===== src/smwsp_cfg.svh =====
// timing, encoding and reset constants of the static memory access sequencer
`ifndef SMWSP_CFG_SVH
`define SMWSP_CFG_SVH

// external wait mode encodings
`define SMWSP_WAIT_OFF      2'h0
`define SMWSP_WAIT_FROZEN   2'h2
`define SMWSP_WAIT_READY    2'h3

// fixed slow clock read waveform, in cycles
`define SMWSP_SLOW_RD_SETUP    10'h001
`define SMWSP_SLOW_RD_PULSE    10'h001
`define SMWSP_SLOW_CS_RD_SETUP 10'h000
`define SMWSP_SLOW_CS_RD_PULSE 10'h002
`define SMWSP_SLOW_RD_CYCLE    10'h002

// fixed slow clock write waveform, in cycles
`define SMWSP_SLOW_WR_SETUP    10'h001
`define SMWSP_SLOW_WR_PULSE    10'h001
`define SMWSP_SLOW_CS_WR_SETUP 10'h000
`define SMWSP_SLOW_CS_WR_PULSE 10'h003
`define SMWSP_SLOW_WR_CYCLE    10'h003

// smallest page is 4 bytes, so the offset field is at least 2 bits
`define SMWSP_PAGE_LOG2_MIN 5'h02

// data bus width codes
`define SMWSP_DBW_16 2'h1
`define SMWSP_DBW_32 2'h2

// reset values
`define SMWSP_HOLD_IDLE   1'h1
`define SMWSP_CNT_RESET   10'h000
`define SMWSP_ADDR_RESET  26'h0000000
`define SMWSP_OFF_RESET   5'h00
`define SMWSP_CS_RESET    3'h0

`endif


===== src/smwsp_pkg.sv =====
// types shared by the static memory access sequencer
package smwsp_pkg;

    typedef enum logic [1:0] {
        SMWSP_IDLE   = 2'b00,
        SMWSP_ACCESS = 2'b01,
        SMWSP_RELOAD = 2'b10
    } smwsp_state_t;

    typedef logic [9:0]  smwsp_len_t;
    typedef logic [25:0] smwsp_addr_t;

endpackage : smwsp_pkg


===== src/smwsp_sync.sv =====
// two-flop synchroniser for the external hold request pin
`timescale 1ns/1ps
`include "smwsp_cfg.svh"

module smwsp_sync (
    input  wire logic clock,
    input  wire logic nrst,
    input  wire logic pin_in,
    output logic      pin_sync
);
    logic meta_r;
    logic meta_nxt;
    logic sync_r;
    logic sync_nxt;

    always_comb begin
        meta_nxt = pin_in;
        sync_nxt = meta_r;
    end

    // reset to the released level so no stall appears out of reset
    always_ff @(posedge clock or negedge nrst) begin
        if (!nrst) begin
            meta_r <= `SMWSP_HOLD_IDLE;
            sync_r <= `SMWSP_HOLD_IDLE;
        end else begin
            meta_r <= meta_nxt;
            sync_r <= sync_nxt;
        end
    end

    assign pin_sync = sync_r;

endmodule : smwsp_sync


===== src/smwsp_ctrl.sv =====
// static memory access sequencer: external wait, slow clock waveforms, page reads
`timescale 1ns/1ps
`include "smwsp_cfg.svh"

module smwsp_ctrl
    import smwsp_pkg::*;
#(
    parameter int NUM_CS = 8
) (
    input  wire logic              clock,
    input  wire logic              nrst,
    input  wire logic              req_valid,
    output logic                   req_ready,
    input  wire logic              req_write,
    input  wire logic [2:0]        req_cs,
    input  wire logic [25:0]       req_addr,
    input  wire logic [1:0]        ext_wait_mode,
    input  wire logic              read_mode,
    input  wire logic              write_mode,
    input  wire logic [5:0]        read_strobe_setup,
    input  wire logic [6:0]        read_strobe_pulse,
    input  wire logic [8:0]        read_total_cycle,
    input  wire logic [5:0]        cs_read_setup,
    input  wire logic [6:0]        cs_read_pulse,
    input  wire logic [5:0]        write_strobe_setup,
    input  wire logic [6:0]        write_strobe_pulse,
    input  wire logic [8:0]        write_total_cycle,
    input  wire logic [5:0]        cs_write_setup,
    input  wire logic [6:0]        cs_write_pulse,
    input  wire logic              page_mode_enable,
    input  wire logic [1:0]        page_size,
    input  wire logic              byte_access_type,
    input  wire logic [1:0]        data_bus_width,
    input  wire logic              slow_clock_mode,
    input  wire logic              cfg_reload,
    input  wire logic              other_access,
    input  wire logic              ext_hold_request_n,
    output logic [NUM_CS-1:0]      chip_select_n,
    output logic                   read_strobe_n,
    output logic                   write_strobe_n,
    output logic                   access_done,
    output logic                   page_hit,
    output logic [4:0]             page_offset,
    output logic                   byte_select_mode,
    output logic                   reload_wait
);

    if (NUM_CS < 1 || NUM_CS > 8) begin : g_bad_cs
        $error("NUM_CS must lie between 1 and 8");
    end

    function automatic smwsp_len_t dec_setup(input logic [5:0] v);
        dec_setup = {2'h0, v[5], 2'h0, v[4:0]};
    endfunction : dec_setup

    function automatic smwsp_len_t dec_pulse(input logic [6:0] v);
        dec_pulse = {1'h0, v[6], 2'h0, v[5:0]};
    endfunction : dec_pulse

    function automatic smwsp_len_t dec_cycle(input logic [8:0] v);
        dec_cycle = {v[8:7], 1'h0, v[6:0]};
    endfunction : dec_cycle

    function automatic logic in_win(input smwsp_len_t c, input smwsp_len_t s,
                                    input smwsp_len_t p);
        in_win = (c >= s) && (c < s + p);
    endfunction : in_win

    // mask of in-page offset bits for the selected page size
    function automatic smwsp_addr_t off_mask(input logic [1:0] ps);
        off_mask = (26'h0000004 << ps) - 26'h0000001;
    endfunction : off_mask

    logic hold_sync;

    smwsp_sync u_sync (
        .clock    (clock),
        .nrst     (nrst),
        .pin_in   (ext_hold_request_n),
        .pin_sync (hold_sync)
    );

    smwsp_state_t      state_r, state_nxt;
    smwsp_len_t        cnt_r, cnt_nxt;
    smwsp_len_t        st_setup_r, st_setup_nxt;
    smwsp_len_t        st_pulse_r, st_pulse_nxt;
    smwsp_len_t        cs_setup_r, cs_setup_nxt;
    smwsp_len_t        cs_pulse_r, cs_pulse_nxt;
    smwsp_len_t        last_r, last_nxt;
    smwsp_len_t        ctl_setup_r, ctl_setup_nxt;
    smwsp_len_t        ctl_end_r, ctl_end_nxt;
    logic [1:0]        wmode_r, wmode_nxt;
    logic              is_wr_r, is_wr_nxt;
    logic              page_rd_r, page_rd_nxt;
    logic [2:0]        cs_idx_r, cs_idx_nxt;
    logic              slow_cur_r, slow_cur_nxt;
    logic              reload_pend_r, reload_pend_nxt;
    logic              pg_valid_r, pg_valid_nxt;
    logic [2:0]        pg_cs_r, pg_cs_nxt;
    smwsp_addr_t       pg_addr_r, pg_addr_nxt;
    logic              page_hit_r, page_hit_nxt;
    logic [4:0]        pg_off_r, pg_off_nxt;
    logic              bat_r, bat_nxt;
    logic              done_r, done_nxt;
    logic [NUM_CS-1:0] cs_n_r, cs_n_nxt;
    logic              rd_n_r, rd_n_nxt;
    logic              wr_n_r, wr_n_nxt;

    logic        in_ctl_pulse;
    logic        hold_on;
    logic        stall;
    logic        start;
    logic        hit_now;
    smwsp_addr_t req_base;
    smwsp_addr_t drop_mask;
    smwsp_len_t  total;
    smwsp_len_t  ss, sp, cs_s, cs_p;

    assign hold_on      = !hold_sync;
    assign in_ctl_pulse = (state_r == SMWSP_ACCESS) && in_win(cnt_r, ctl_setup_r,
                                                              ctl_end_r - ctl_setup_r);
    // wait is only meaningful inside the controlling pulse
    always_comb begin
        stall = 1'b0;
        unique case (wmode_r)
            `SMWSP_WAIT_FROZEN: stall = in_ctl_pulse && hold_on;
            `SMWSP_WAIT_READY:  stall = in_ctl_pulse && hold_on &&
                                        (cnt_r == ctl_end_r - 10'h001);
            default:            stall = 1'b0;
        endcase
    end

    assign req_ready = (state_r == SMWSP_IDLE) && !reload_pend_r &&
                       (slow_clock_mode == slow_cur_r);
    assign start     = req_valid && req_ready;
    assign req_base  = req_addr & ~off_mask(page_size);
    assign hit_now   = pg_valid_r && (pg_cs_r == req_cs) && (pg_addr_r == req_base);
    // 16- and 32-bit buses drop the byte address bits within a word they cannot split
    assign drop_mask = (data_bus_width == `SMWSP_DBW_32) ? 26'h3FFFFFC :
                       (data_bus_width == `SMWSP_DBW_16) ? 26'h3FFFFFE : 26'h3FFFFFF;

    // parameter selection for a new access
    always_comb begin
        if (slow_cur_r && req_write) begin
            ss = `SMWSP_SLOW_WR_SETUP;  sp = `SMWSP_SLOW_WR_PULSE;
            cs_s = `SMWSP_SLOW_CS_WR_SETUP; cs_p = `SMWSP_SLOW_CS_WR_PULSE;
            total = `SMWSP_SLOW_WR_CYCLE;
        end else if (slow_cur_r) begin
            ss = `SMWSP_SLOW_RD_SETUP;  sp = `SMWSP_SLOW_RD_PULSE;
            cs_s = `SMWSP_SLOW_CS_RD_SETUP; cs_p = `SMWSP_SLOW_CS_RD_PULSE;
            total = `SMWSP_SLOW_RD_CYCLE;
        end else if (req_write) begin
            ss = dec_setup(write_strobe_setup); sp = dec_pulse(write_strobe_pulse);
            cs_s = dec_setup(cs_write_setup);   cs_p = dec_pulse(cs_write_pulse);
            total = dec_cycle(write_total_cycle);
        end else if (page_mode_enable) begin
            // both strobes share one window; setup, mode and cycle unused
            ss = `SMWSP_CNT_RESET;
            sp = hit_now ? dec_pulse(read_strobe_pulse)
                         : dec_pulse(cs_read_pulse);
            cs_s = ss;
            cs_p = sp;
            total = sp;
        end else begin
            ss = dec_setup(read_strobe_setup);  sp = dec_pulse(read_strobe_pulse);
            cs_s = dec_setup(cs_read_setup);    cs_p = dec_pulse(cs_read_pulse);
            total = dec_cycle(read_total_cycle);
        end
    end

    always_comb begin
        state_nxt       = state_r;
        cnt_nxt         = cnt_r;
        st_setup_nxt    = st_setup_r;
        st_pulse_nxt    = st_pulse_r;
        cs_setup_nxt    = cs_setup_r;
        cs_pulse_nxt    = cs_pulse_r;
        last_nxt        = last_r;
        ctl_setup_nxt   = ctl_setup_r;
        ctl_end_nxt     = ctl_end_r;
        wmode_nxt       = wmode_r;
        is_wr_nxt       = is_wr_r;
        page_rd_nxt     = page_rd_r;
        cs_idx_nxt      = cs_idx_r;
        slow_cur_nxt    = slow_cur_r;
        reload_pend_nxt = reload_pend_r;
        pg_valid_nxt    = pg_valid_r;
        pg_cs_nxt       = pg_cs_r;
        pg_addr_nxt     = pg_addr_r;
        page_hit_nxt    = page_hit_r;
        pg_off_nxt      = pg_off_r;
        bat_nxt         = bat_r;
        done_nxt        = 1'b0;
        unique case (state_r)
            SMWSP_IDLE: begin
                if (reload_pend_r || (slow_clock_mode != slow_cur_r)) begin
                    state_nxt       = SMWSP_RELOAD;
                    slow_cur_nxt    = slow_clock_mode;
                    reload_pend_nxt = 1'b0;
                end else if (start) begin
                    state_nxt     = SMWSP_ACCESS;
                    cnt_nxt       = `SMWSP_CNT_RESET;
                    st_setup_nxt  = ss;
                    st_pulse_nxt  = sp;
                    cs_setup_nxt  = cs_s;
                    cs_pulse_nxt  = cs_p;
                    // a zero total would wrap to a 1024-cycle access; run it for one cycle
                    last_nxt      = (total == 10'h000) ? 10'h000 : total - 10'h001;
                    is_wr_nxt     = req_write;
                    cs_idx_nxt    = req_cs;
                    page_rd_nxt   = page_mode_enable && !req_write && !slow_cur_r;
                    bat_nxt       = byte_access_type;
                    if ((req_write ? write_mode : read_mode) && !page_rd_nxt) begin
                        ctl_setup_nxt = ss;
                        ctl_end_nxt   = ss + sp;
                    end else begin
                        ctl_setup_nxt = cs_s;
                        ctl_end_nxt   = cs_s + cs_p;
                    end
                    // wait handling has no meaning with fixed or page timings
                    wmode_nxt     = (slow_cur_r || page_rd_nxt) ? `SMWSP_WAIT_OFF
                                                               : ext_wait_mode;
                    if (page_rd_nxt) begin
                        page_hit_nxt = hit_now;
                        pg_valid_nxt = 1'b1;
                        pg_cs_nxt    = req_cs;
                        pg_addr_nxt  = req_base;
                        pg_off_nxt   = 5'(req_addr & off_mask(page_size) & drop_mask);
                    end else begin
                        page_hit_nxt = 1'b0;
                        pg_valid_nxt = 1'b0;
                    end
                end
            end
            SMWSP_ACCESS: begin
                if (!stall) begin
                    if (cnt_r >= last_r) begin
                        state_nxt = SMWSP_IDLE;
                        done_nxt  = 1'b1;
                    end else begin
                        cnt_nxt = cnt_r + 10'h001;
                    end
                end
            end
            SMWSP_RELOAD: begin
                state_nxt    = SMWSP_IDLE;
                pg_valid_nxt = 1'b0;
            end
            default: begin
                state_nxt = SMWSP_IDLE;
            end
        endcase
        // a reload request or intervening access is never lost
        if (cfg_reload) begin
            reload_pend_nxt = 1'b1;
        end
        if (other_access) begin
            pg_valid_nxt = 1'b0;
        end
    end

    // strobes are registered from next count so frozen cycles repeat them
    always_comb begin
        cs_n_nxt = {NUM_CS{1'b1}};
        rd_n_nxt = 1'b1;
        wr_n_nxt = 1'b1;
        if (state_nxt == SMWSP_ACCESS) begin
            if (in_win(cnt_nxt, cs_setup_nxt, cs_pulse_nxt) &&
                (32'(cs_idx_nxt) < NUM_CS)) begin
                cs_n_nxt[cs_idx_nxt] = 1'b0;
            end
            if (in_win(cnt_nxt, st_setup_nxt, st_pulse_nxt)) begin
                rd_n_nxt = is_wr_nxt;
                wr_n_nxt = !is_wr_nxt;
            end
        end
    end

    always_ff @(posedge clock or negedge nrst) begin
        if (!nrst) begin
            state_r       <= SMWSP_IDLE;
            cnt_r         <= `SMWSP_CNT_RESET;
            st_setup_r    <= `SMWSP_CNT_RESET;
            st_pulse_r    <= `SMWSP_CNT_RESET;
            cs_setup_r    <= `SMWSP_CNT_RESET;
            cs_pulse_r    <= `SMWSP_CNT_RESET;
            last_r        <= `SMWSP_CNT_RESET;
            ctl_setup_r   <= `SMWSP_CNT_RESET;
            ctl_end_r     <= `SMWSP_CNT_RESET;
            wmode_r       <= `SMWSP_WAIT_OFF;
            is_wr_r       <= 1'b0;
            page_rd_r     <= 1'b0;
            cs_idx_r      <= `SMWSP_CS_RESET;
            slow_cur_r    <= 1'b0;
            reload_pend_r <= 1'b0;
            pg_valid_r    <= 1'b0;
            pg_cs_r       <= `SMWSP_CS_RESET;
            pg_addr_r     <= `SMWSP_ADDR_RESET;
            page_hit_r    <= 1'b0;
            pg_off_r      <= `SMWSP_OFF_RESET;
            bat_r         <= 1'b0;
            done_r        <= 1'b0;
            cs_n_r        <= {NUM_CS{1'b1}};
            rd_n_r        <= 1'b1;
            wr_n_r        <= 1'b1;
        end else begin
            state_r       <= state_nxt;
            cnt_r         <= cnt_nxt;
            st_setup_r    <= st_setup_nxt;
            st_pulse_r    <= st_pulse_nxt;
            cs_setup_r    <= cs_setup_nxt;
            cs_pulse_r    <= cs_pulse_nxt;
            last_r        <= last_nxt;
            ctl_setup_r   <= ctl_setup_nxt;
            ctl_end_r     <= ctl_end_nxt;
            wmode_r       <= wmode_nxt;
            is_wr_r       <= is_wr_nxt;
            page_rd_r     <= page_rd_nxt;
            cs_idx_r      <= cs_idx_nxt;
            slow_cur_r    <= slow_cur_nxt;
            reload_pend_r <= reload_pend_nxt;
            pg_valid_r    <= pg_valid_nxt;
            pg_cs_r       <= pg_cs_nxt;
            pg_addr_r     <= pg_addr_nxt;
            page_hit_r    <= page_hit_nxt;
            pg_off_r      <= pg_off_nxt;
            bat_r         <= bat_nxt;
            done_r        <= done_nxt;
            cs_n_r        <= cs_n_nxt;
            rd_n_r        <= rd_n_nxt;
            wr_n_r        <= wr_n_nxt;
        end
    end

    assign chip_select_n    = cs_n_r;
    assign read_strobe_n    = rd_n_r;
    assign write_strobe_n   = wr_n_r;
    assign access_done      = done_r;
    assign page_hit         = page_hit_r;
    assign page_offset      = pg_off_r;
    assign byte_select_mode = bat_r;
    assign reload_wait      = (state_r == SMWSP_RELOAD);
endmodule : smwsp_ctrl


===== config.mk =====
export PLATFORM = sky130hd
export DESIGN_NAME = smwsp_ctrl
export DESIGN_NICKNAME = d
export VERILOG_FILES = /design/src/smwsp_pkg.sv /design/src/smwsp_sync.sv /design/src/smwsp_ctrl.sv
export VERILOG_INCLUDE_DIRS = /design/src
export SDC_FILE = /design/constraint.sdc
export NUM_CORES = 1
export LEC_CHECK = 0
export BUFFER_PORTS_ARGS = -buffer_cell sky130_fd_sc_hd__buf_2
export CAP_MARGIN = 30
export CORE_AREA = 2 2 140 177
export DETAILED_ROUTE_END_ITERATION = 16
export DIE_AREA = 0 0 142 179
export PLACE_DENSITY = 0.71
export SYNTH_ARGS = -nofsm -noshare
export SYNTH_HDL_FRONTEND = slang
export SYNTH_HIERARCHICAL = 1
export SYNTH_SLANG_ARGS = --single-unit

===== constraint.sdc =====
create_clock -name clock -period 6.5 [get_ports clock]
set_input_delay 0.325 -clock clock [delete_from_list [all_inputs] [get_ports clock]]
set_output_delay 0.325 -clock clock [all_outputs]
set_load 0.005 [all_outputs]

==> results.cfg, run 1 <==
[synthesis]
synthArstFlopShare = 1.00
synth_nets = 1278
postSynthAreaPerCell_sq_um = 8.96
synth.area.top_cells = dfrtp_1 32%, ha_1 15%, nand2_1 7.2%
synth-seq-cells = 132
synth_area_leader_cell = dfrtp_1
ys_seq_area_frac = 0.355
synth_top_area_share = 0.321
synth_edf_count = 0
synth_area_sq_um = 9360
yosys_warnings = 6
synthFlopType = dfrtp_1
yosysUniqueCellTypes = 66
netlist_instances = 1044

[grt]
grt_max_degree = 69
grt_pass1_vias = 7656
gr-total-overflow = 0
grt_pass1_wl_mm = 39.7
antenna_found_initial = 1
grt_use_total = 0.202

[drt]
wl_met2_mm = 12.3
drt-met1-wl_mm = 10.6
first_pass_iters = 6
drt_iter0_markers = 365
top_layer_used = met5
wire_per_inst_microns = 16.7
post-route-drc-count = 0
dr_wl_met3_mm = 1.19
ant_nets = 0
avgViaCountPerCell = 5.25
route.vias.total = 7870
wirelength_mm = 25.0

[pwr]
internal_power_uw = 2940
p_sw_frac = 0.413
switching_power_uw = 2060
cellLeakagePower_uw = 0.00575
power.share.clock = 0.218
powerDensity_nw_per_um2 = 449
comb_power_share = 0.523
p_seq_frac = 0.258
vdd_drop_max_v = 0.000203

[flow_run]
cap_violations = 0

[clock_tree]
htreeDepth = 4
cts_buffer_depth = 2
cts-root-buf = clkbuf_16
clock_latency_ns = 0.43
cts_tree = yes
clock_sinks = 132
cts_buffers = 17
clk_pin_slew_worst_paths_ns = 0.06

[layout]
multi_input_area_sq_um = 5660
seqCellArea_sq_um = 3320
area_growth_pct = 19.1
layout_commonest_cell = nand2_1
drive_gt1_frac = 0.192
nets = 1422
finalNonFillerCells = 1498
layout_common_cells = 179 x nand2_1, 135 x buf_2, 120 x dfrtp_1
fillers = 2245
n_antenna_cell = 0
fin_area_sq_um = 11100

[timing]
rsz0062_at_grt = no
period_needed_ns = 5.90
setup_viol = 0
timing.fmax_mhz = 170
final_hold_viol_count = 0
setup_ws_ns = 0.602
worstMarginPinSlew_ns = 0.999
slew_headroom = 0.334
period_share = 0.907
skew_ns = 0.00669
setup_tns_ns = 0
drv_slew = 0

[critical_path]
crit_type = reg2reg
path_buf_inv = 3
crit_path_max_fanout = 9
reg2reg_to = chip_select_n[4]
crit_top_cell = a21oi_1
r2r_setup_slack_ns = 0.60
worstPathArrival_ns = 6.25
worst-r2r-cell-count = 31
worstSetupStartpointType = flip-flop
r2r_start = ctl_end_r[1]
crit_family = compound AO/OA/AOI/OAI gates
crit_slowest_cell = dfrtp_1
worstPathRequired_ns = 6.85
max_stage_delay_ns = 0.43
cp-end-kind = flip-flop

[place]
placed_cell_area_sq_um = 10500
hpwl_mm = 19.3
gp_congestion = 0.880
io_buffers = 136
dp_cells = 1464
dp_slack_ns = 0.510

[die]
fp.coreArea_sq_um = 23900
ios = 137
die_h_microns = 179
initial_core_util = 0.391
fp.dieW_microns = 142
std_cell_rows = 64
die_area_sq_um = 25400

[min_path]
hold_end = pg_valid_r
hp-start = other_access
min_path_cells = 2
hold_path_class = in2reg

[status]
status = finished, final reports clean
==> per-layer routing <==
layer  track usage  up-vias
met2         0.350      184
met1         0.239     3719
li1              -     3908
met4        0.0946        2
met5             0        -
met3        0.0435       57
==> power groups by stage <==
stage                     Sequential, uW  Clock (uW)  Combinational (uW)
after CTS                           1290        1110                2630
after detailed placement            1300           0                2590
after floorplan                     1230           0                1940
after global placement              1290           0                2520
after global routing                1330        1150                3000
final                               1290        1090                2620
==> stage by stage <==
step,hold WS (ns),utilization,total power (uW)
6_report,0.0528,0.466,5000
5_1_grt,0.0480,0.466,5470
4_1_cts,0.0374,0.466,5030
3_5_place_dp,0.348,0.437,3900
3_3_place_gp,0.348,0.437,3810
2_1_floorplan,0.0294,-,3170
==> worst max path at each step <==
stage	start	end	slack [ns]	cells past startpoint
final	ctl_end_r[1]	chip_select_n[4]	0.60	31
after global routing	ctl_end_r[1]	chip_select_n[5]	0.10	31
after CTS	ctl_end_r[1]	chip_select_n[4]	0.49	31
after detailed placement	ctl_end_r[1]	chip_select_n[4]	0.51	31
after global placement	ctl_end_r[1]	chip_select_n[6]	0.72	31
after floorplan	pg_addr_r[2]	chip_select_n[0]	0.91	26
==> flip-flops by register name (all words and copies together) (netlist names), 2 cells and up <==
| signal | flops |
|---|---|
| chip_select_n | 8 |
| cnt_r | 10 |
| cs_idx_r | 3 |
| cs_pulse_r | 10 |
| cs_setup_r | 10 |
| ctl_end_r | 9 |
| ctl_setup_r | 5 |
| last_r | 10 |
| page_offset | 5 |
| pg_addr_r | 24 |
| pg_cs_r | 3 |
| st_pulse_r | 10 |
| st_setup_r | 10 |
| state_r | 2 |
| wmode_r | 2 |
==> what timing repair did <==
item / in CTS / in global routing
buffers inserted: 0 / 0
gates resized for setup: 0 / 2
endpoints found under the setup margin: 0 / 8
hold endpoints to repair: 55 / 0
hold buffers: 2 / 0
==> cells in the mapped netlist, types with 12 or more instances <==
cell type / n
a21oi_1: 51
ha_1: 112
nand2b_1: 15
nand3_1: 17
mux2i_1: 38
o21ai_0: 45
dfstp_2: 12
clkbuf_1: 24
inv_1: 73
dfrtp_1: 120
nor2_1: 67
nand4_1: 19
o22ai_1: 12
xnor2_1: 36
mux2_2: 13
nand2_1: 180
a21o_1: 23
xor2_1: 37
==> final cells by class <==
type / instances / area share
Multi-Input combinational cell: 806 / 0.508
Sequential cell: 132 / 0.298
Timing Repair Buffer: 158 / 0.0769
Clock buffer: 20 / 0.0419
Tap cell: 297 / 0.0333
Inverter: 73 / 0.0246
Clock inverter: 12 / 0.0180
==> logic make-up after synthesis <==
kind of cell             Yosys count  synth area share
AO/OA/AOI/OAI                    210             0.146
multiplexers                      51            0.0563
AND/OR/NAND/NOR                  355             0.172
XOR/XNOR                          73            0.0683
buffers and inverters            106            0.0425
adder cells (fa/ha/maj)          117             0.160
flip-flops                       132             0.355
No activity file was read; power rests on OpenSTA's default activity.
==> run 2: changes to the inputs <==
Settings changed: CORE_AREA 2 2 140 177 to 2 2 112 222, DIE_AREA 0 0 142 179 to 0 0 114 224, PLACE_DENSITY 0.71 to 0.7.
==> results.cfg, run 2 (synthesis gave the netlist of run 1 again) <==
[timing]
drv_slew = 0
worstMarginPinSlew_ns = 0.873
period_share = 0.931
timing.fmax_mhz = 165
period_needed_ns = 6.05
final_hold_viol_count = 0
slew_headroom = 0.418
holdWs_ns = 0.0507
setup_viol = 0
skew_ns = 0.00927

[drt]
wirelength_mm = 28.3
wire_per_inst_microns = 18.9
dr_wl_met3_mm = 1.16
route.vias.total = 8154
avgViaCountPerCell = 5.44
post-route-drc-count = 0
drt_iter0_markers = 506
top_layer_used = met4
ant_nets = 0
drt-met1-wl_mm = 10.0
first_pass_iters = 7
wl_met2_mm = 15.0

[clock_tree]
htreeDepth = 4
clk_pin_slew_worst_paths_ns = 0.06
clock_latency_ns = 0.44
cts_buffer_depth = 2
cts_buffers = 17
cts-root-buf = clkbuf_16
cts_tree = yes
clock_sinks = 132

[critical_path]
max_stage_delay_ns = 0.54
crit_path_max_fanout = 8
worstSetupStartpointType = flip-flop
cp-end-kind = flip-flop
crit_type = reg2reg
crit_slowest_cell = or4_4
worstPathArrival_ns = 6.38
worstPathRequired_ns = 6.83
crit_family = compound AO/OA/AOI/OAI gates
path_buf_inv = 1
crit_top_cell = a21oi_1

[layout]
layout_commonest_cell = nand2_1
drive_gt1_frac = 0.193
largest_register_ffs = 24
regMostFlops = pg_addr_r
fillers = 2288
nets = 1427
layout_common_cells = 179 x nand2_1, 135 x buf_2, 120 x dfrtp_1
area_growth_pct = 18.7

[pwr]
powerDensity_nw_per_um2 = 447
totalPowerFinal_uw = 4960
cellLeakagePower_uw = 0.00573
vdd_drop_max_v = 0.000183

[grt]
grt_max_degree = 71
grt_use_total = 0.232
grt_pass1_wl_mm = 44.6
gr-total-overflow = 0
grt_pass1_vias = 8480
antenna_found_initial = 5

[place]
io_buffers = 136
hpwl_mm = 22.3
gp_congestion = 0.954

[die]
die_h_microns = 224
std_cell_rows = 80
fp.dieW_microns = 114
initial_core_util = 0.393
die_area_sq_um = 25500
ios = 137
fp.coreArea_sq_um = 23800

[flow_run]
cap_violations = 0

[min_path]
hold_path_class = in2reg

[status]
status = finished, final reports clean
-- run 2: cell types whose count changed in the layout (fill, tap and decap cells not counted), moves of 2 or more --
cell,previous run,this run
clkbuf_1,0,2
bufinv_16,5,1
inv_6,1,3
buf_4,20,23
clkinv_4,1,5
clkbuf_8,3,0
diode_2,0,5
-- run 2: final timing paths --
kind / cells after the start / slack [ns] / start / to
worst max-delay path: 26 / 0.45 / pg_addr_r[2] / chip_select_n[5]
worst min-delay path: 2 / 0.05 / other_access / pg_valid_r
min in group asynchronous: 2 / 0.47 / nrst / st_setup_r[3]
worst min register to register: 0 / 0.36 / u_sync/meta_r / u_sync/pin_sync
worst max register to register: 26 / 0.45 / pg_addr_r[2] / chip_select_n[5]
max in group asynchronous: 3 / 4.73 / nrst / pg_addr_r[22]
-- run 2: per-stage QoR --
stage               setup WS, ns  std cells  utilization  instance area (sq um)  setup TNS, ns
floorplan                  0.913       1044            -                   9360              0
global placement           0.373       1455        0.439                  10500              0
detailed placement         0.260       1457        0.441                  10500              0
CTS                        0.191       1491        0.465                  11100              0
global route           -0.000544       1498        0.466                  11100      -0.000544
finish                     0.451       1498        0.466                  11100              0
-- run 2: final cells by class --
cell class                 count  area, sq um  area share
sequential                   132         3320       0.299
tap                          287          359      0.0323
inverter                      73          274      0.0247
clock inverter                13          128      0.0115
antenna                        5         12.5     0.00113
timing repair buffer         163          922      0.0830
multi-input combinational    806         5660       0.510
clock buffer                  19          433      0.0390
-- run 2: repair_timing --
item / in CTS / in global routing
hold endpoints to repair: 68 / 0
hold buffers: 2 / 0
endpoints found under the setup margin: 0 / 8
setup buffers: 0 / 2
gates resized for setup: 0 / 1
-- run 2: power by group --
group          internal, uW  leakage (uW)  switching (uW)
Clock                   530      0.000265             397
Combinational          1170       0.00376            1570
Sequential             1070       0.00170             222
-- run 2: layer usage --
layer  vias to the layer above  track usage
met2                       234        0.408
met4                         0        0.172
met3                       112       0.0411
met1                      3884        0.242
met5                         -            0
li1                       3924            -
==> run 3: changes to the inputs <==
==> constraint.sdc (replaced) <==
create_clock -name clock -period 6.5 [get_ports clock]
set_input_delay 0.65 -clock clock [delete_from_list [all_inputs] [get_ports clock]]
set_output_delay 0.65 -clock clock [all_outputs]
set_load 0.005 [all_outputs]
==> results.cfg, run 3 (synthesis gave the netlist of run 1 again) <==
[status]
status = finished, final reports clean

[pwr]
internal_power_uw = 2840
p_seq_frac = 0.257
power.share.clock = 0.198
comb_power_share = 0.545
switching_power_uw = 2200
powerDensity_nw_per_um2 = 452
p_sw_frac = 0.437
vdd_drop_max_v = 0.000205
totalPowerFinal_uw = 5040
cellLeakagePower_uw = 0.00576

[critical_path]
crit_path_max_fanout = 9
max_stage_delay_ns = 0.42
worstPathRequired_ns = 6.86
r2r_setup_slack_ns = 0.52
worstPathArrival_ns = 6.34
cp-end-kind = flip-flop
crit_slowest_cell = dfrtp_1
crit_type = reg2reg
worstSetupStartpointType = flip-flop
crit_top_cell = a21oi_1

[die]
die_h_microns = 224
std_cell_rows = 80
die_area_sq_um = 25500
ios = 137
initial_core_util = 0.393
fp.dieW_microns = 114
fp.coreArea_sq_um = 23800

[timing]
rsz0062_at_grt = no
setup_ws_ns = 0.521
worstMarginPinSlew_ns = 0.920
period_share = 0.920
setup_viol = 0
period_needed_ns = 5.98
slew_headroom = 0.387
skew_ns = 0.0121
final_hold_viol_count = 0
drv_slew = 0
timing.fmax_mhz = 167
setup_tns_ns = 0

[grt]
grt_use_total = 0.225
antenna_found_initial = 5
grt_pass1_vias = 8256
gr-total-overflow = 0
grt_pass1_wl_mm = 43.6
grt_max_degree = 74

[layout]
drive_gt1_frac = 0.197
fillers = 2256
layout_commonest_cell = nand2_1
regMostFlops = pg_addr_r
area_growth_pct = 19.1
largest_register_ffs = 24
multi_input_area_sq_um = 5660
nets = 1427
seqCellArea_sq_um = 3320
layout_common_cells = 179 x nand2_1, 135 x buf_2, 120 x dfrtp_1
post-route-util = 0.468

[clock_tree]
cts_buffers = 17
cts-root-buf = clkbuf_16
clock_sinks = 132
post_cts_buffers = 0
clk_pin_slew_worst_paths_ns = 0.06
clock_latency_ns = 0.44
htreeDepth = 4
cts_tree = yes
cts_buffer_depth = 2

[drt]
avgViaCountPerCell = 5.46
first_pass_iters = 5
route.vias.total = 8184
ant_nets = 0
post-route-drc-count = 0
wirelength_mm = 28.2
drt_iter0_markers = 542
wire_per_inst_microns = 18.8

[place]
hpwl_mm = 22.3
io_buffers = 136
dp_slack_ns = 0.153
gp_congestion = 0.916

[min_path]
hold_path_class = in2async

[flow_run]
cap_violations = 0
-- run 3: area by class of cell --
class,instances,share of cell area
Antenna cell,5,0.00112
Clock buffer,18,0.0394
Clock inverter,14,0.0149
Inverter,73,0.0246
Multi-Input combinational cell,806,0.508
Sequential cell,132,0.298
Tap cell,287,0.0322
Timing Repair Buffer,163,0.0823
-- run 3: repair_timing --
| action | CTS | global route |
|---|---|---|
| hold buffers | 0 | 0 |
| endpoints found under the setup margin | 0 | 8 |
| endpoints found under the hold margin | 0 | 0 |
| resized for setup | 0 | 2 |
-- run 3: worst max-delay path, delay by kind of cell (launching register included) --
family / cells / cell delay, ns
buffers and inverters: 2 / 0.23
adder cells (fa/ha/maj): 3 / 0.85
XOR/XNOR: 1 / 0.09
AO/OA/AOI/OAI: 14 / 2.24
flip-flops: 1 / 0.42
multiplexers: 1 / 0.28
AND/OR/NAND/NOR: 10 / 1.81
-- run 3: power by group through the flow --
stage               Clock [uW]  Combinational (uW)  Sequential, uW
floorplan                    0                1940            1230
global placement             0                2620            1290
detailed placement           0                2720            1300
CTS                       1010                2740            1290
global route              1040                3100            1320
finish                     996                2740            1290
-- run 3: per-layer routing --
metal | GRT usage | wire [microns] | vias to the layer above | part of all wire
met1 | 0.241 | 10100 | 3900 | 0.36
met5 | 0 | 0 | - | 0
met3 | 0.0414 | 1470 | 89 | 0.052
met2 | 0.392 | 14800 | 274 | 0.52
li1 | - | - | 3921 | -
met4 | 0.155 | 1880 | 0 | 0.067
-- run 3: worst paths after layout --
| path | start | to | cells past startpoint |
|---|---|---|---|
| setup reg to reg | ctl_end_r[0] | chip_select_n[7] | 31 |
| hold reg to reg | u_sync/meta_r | u_sync/pin_sync | 0 |
| max in group asynchronous | nrst | page_offset[1] | 2 |
| min in group clock | ext_hold_request_n | u_sync/meta_r | 1 |
| hold / removal | nrst | cs_setup_r[2] | 1 |
| setup / recovery | ctl_end_r[0] | chip_select_n[7] | 31 |
-- run 3: stage by stage --
stage,instance area [sq um],std cells,hold WS [ns]
6_report,11100,1498,0.193
5_1_grt,11100,1498,0.238
4_1_cts,11100,1493,0.220
3_5_place_dp,10500,1461,0.347
3_3_place_gp,10500,1459,0.351
2_1_floorplan,9360,1044,0.345
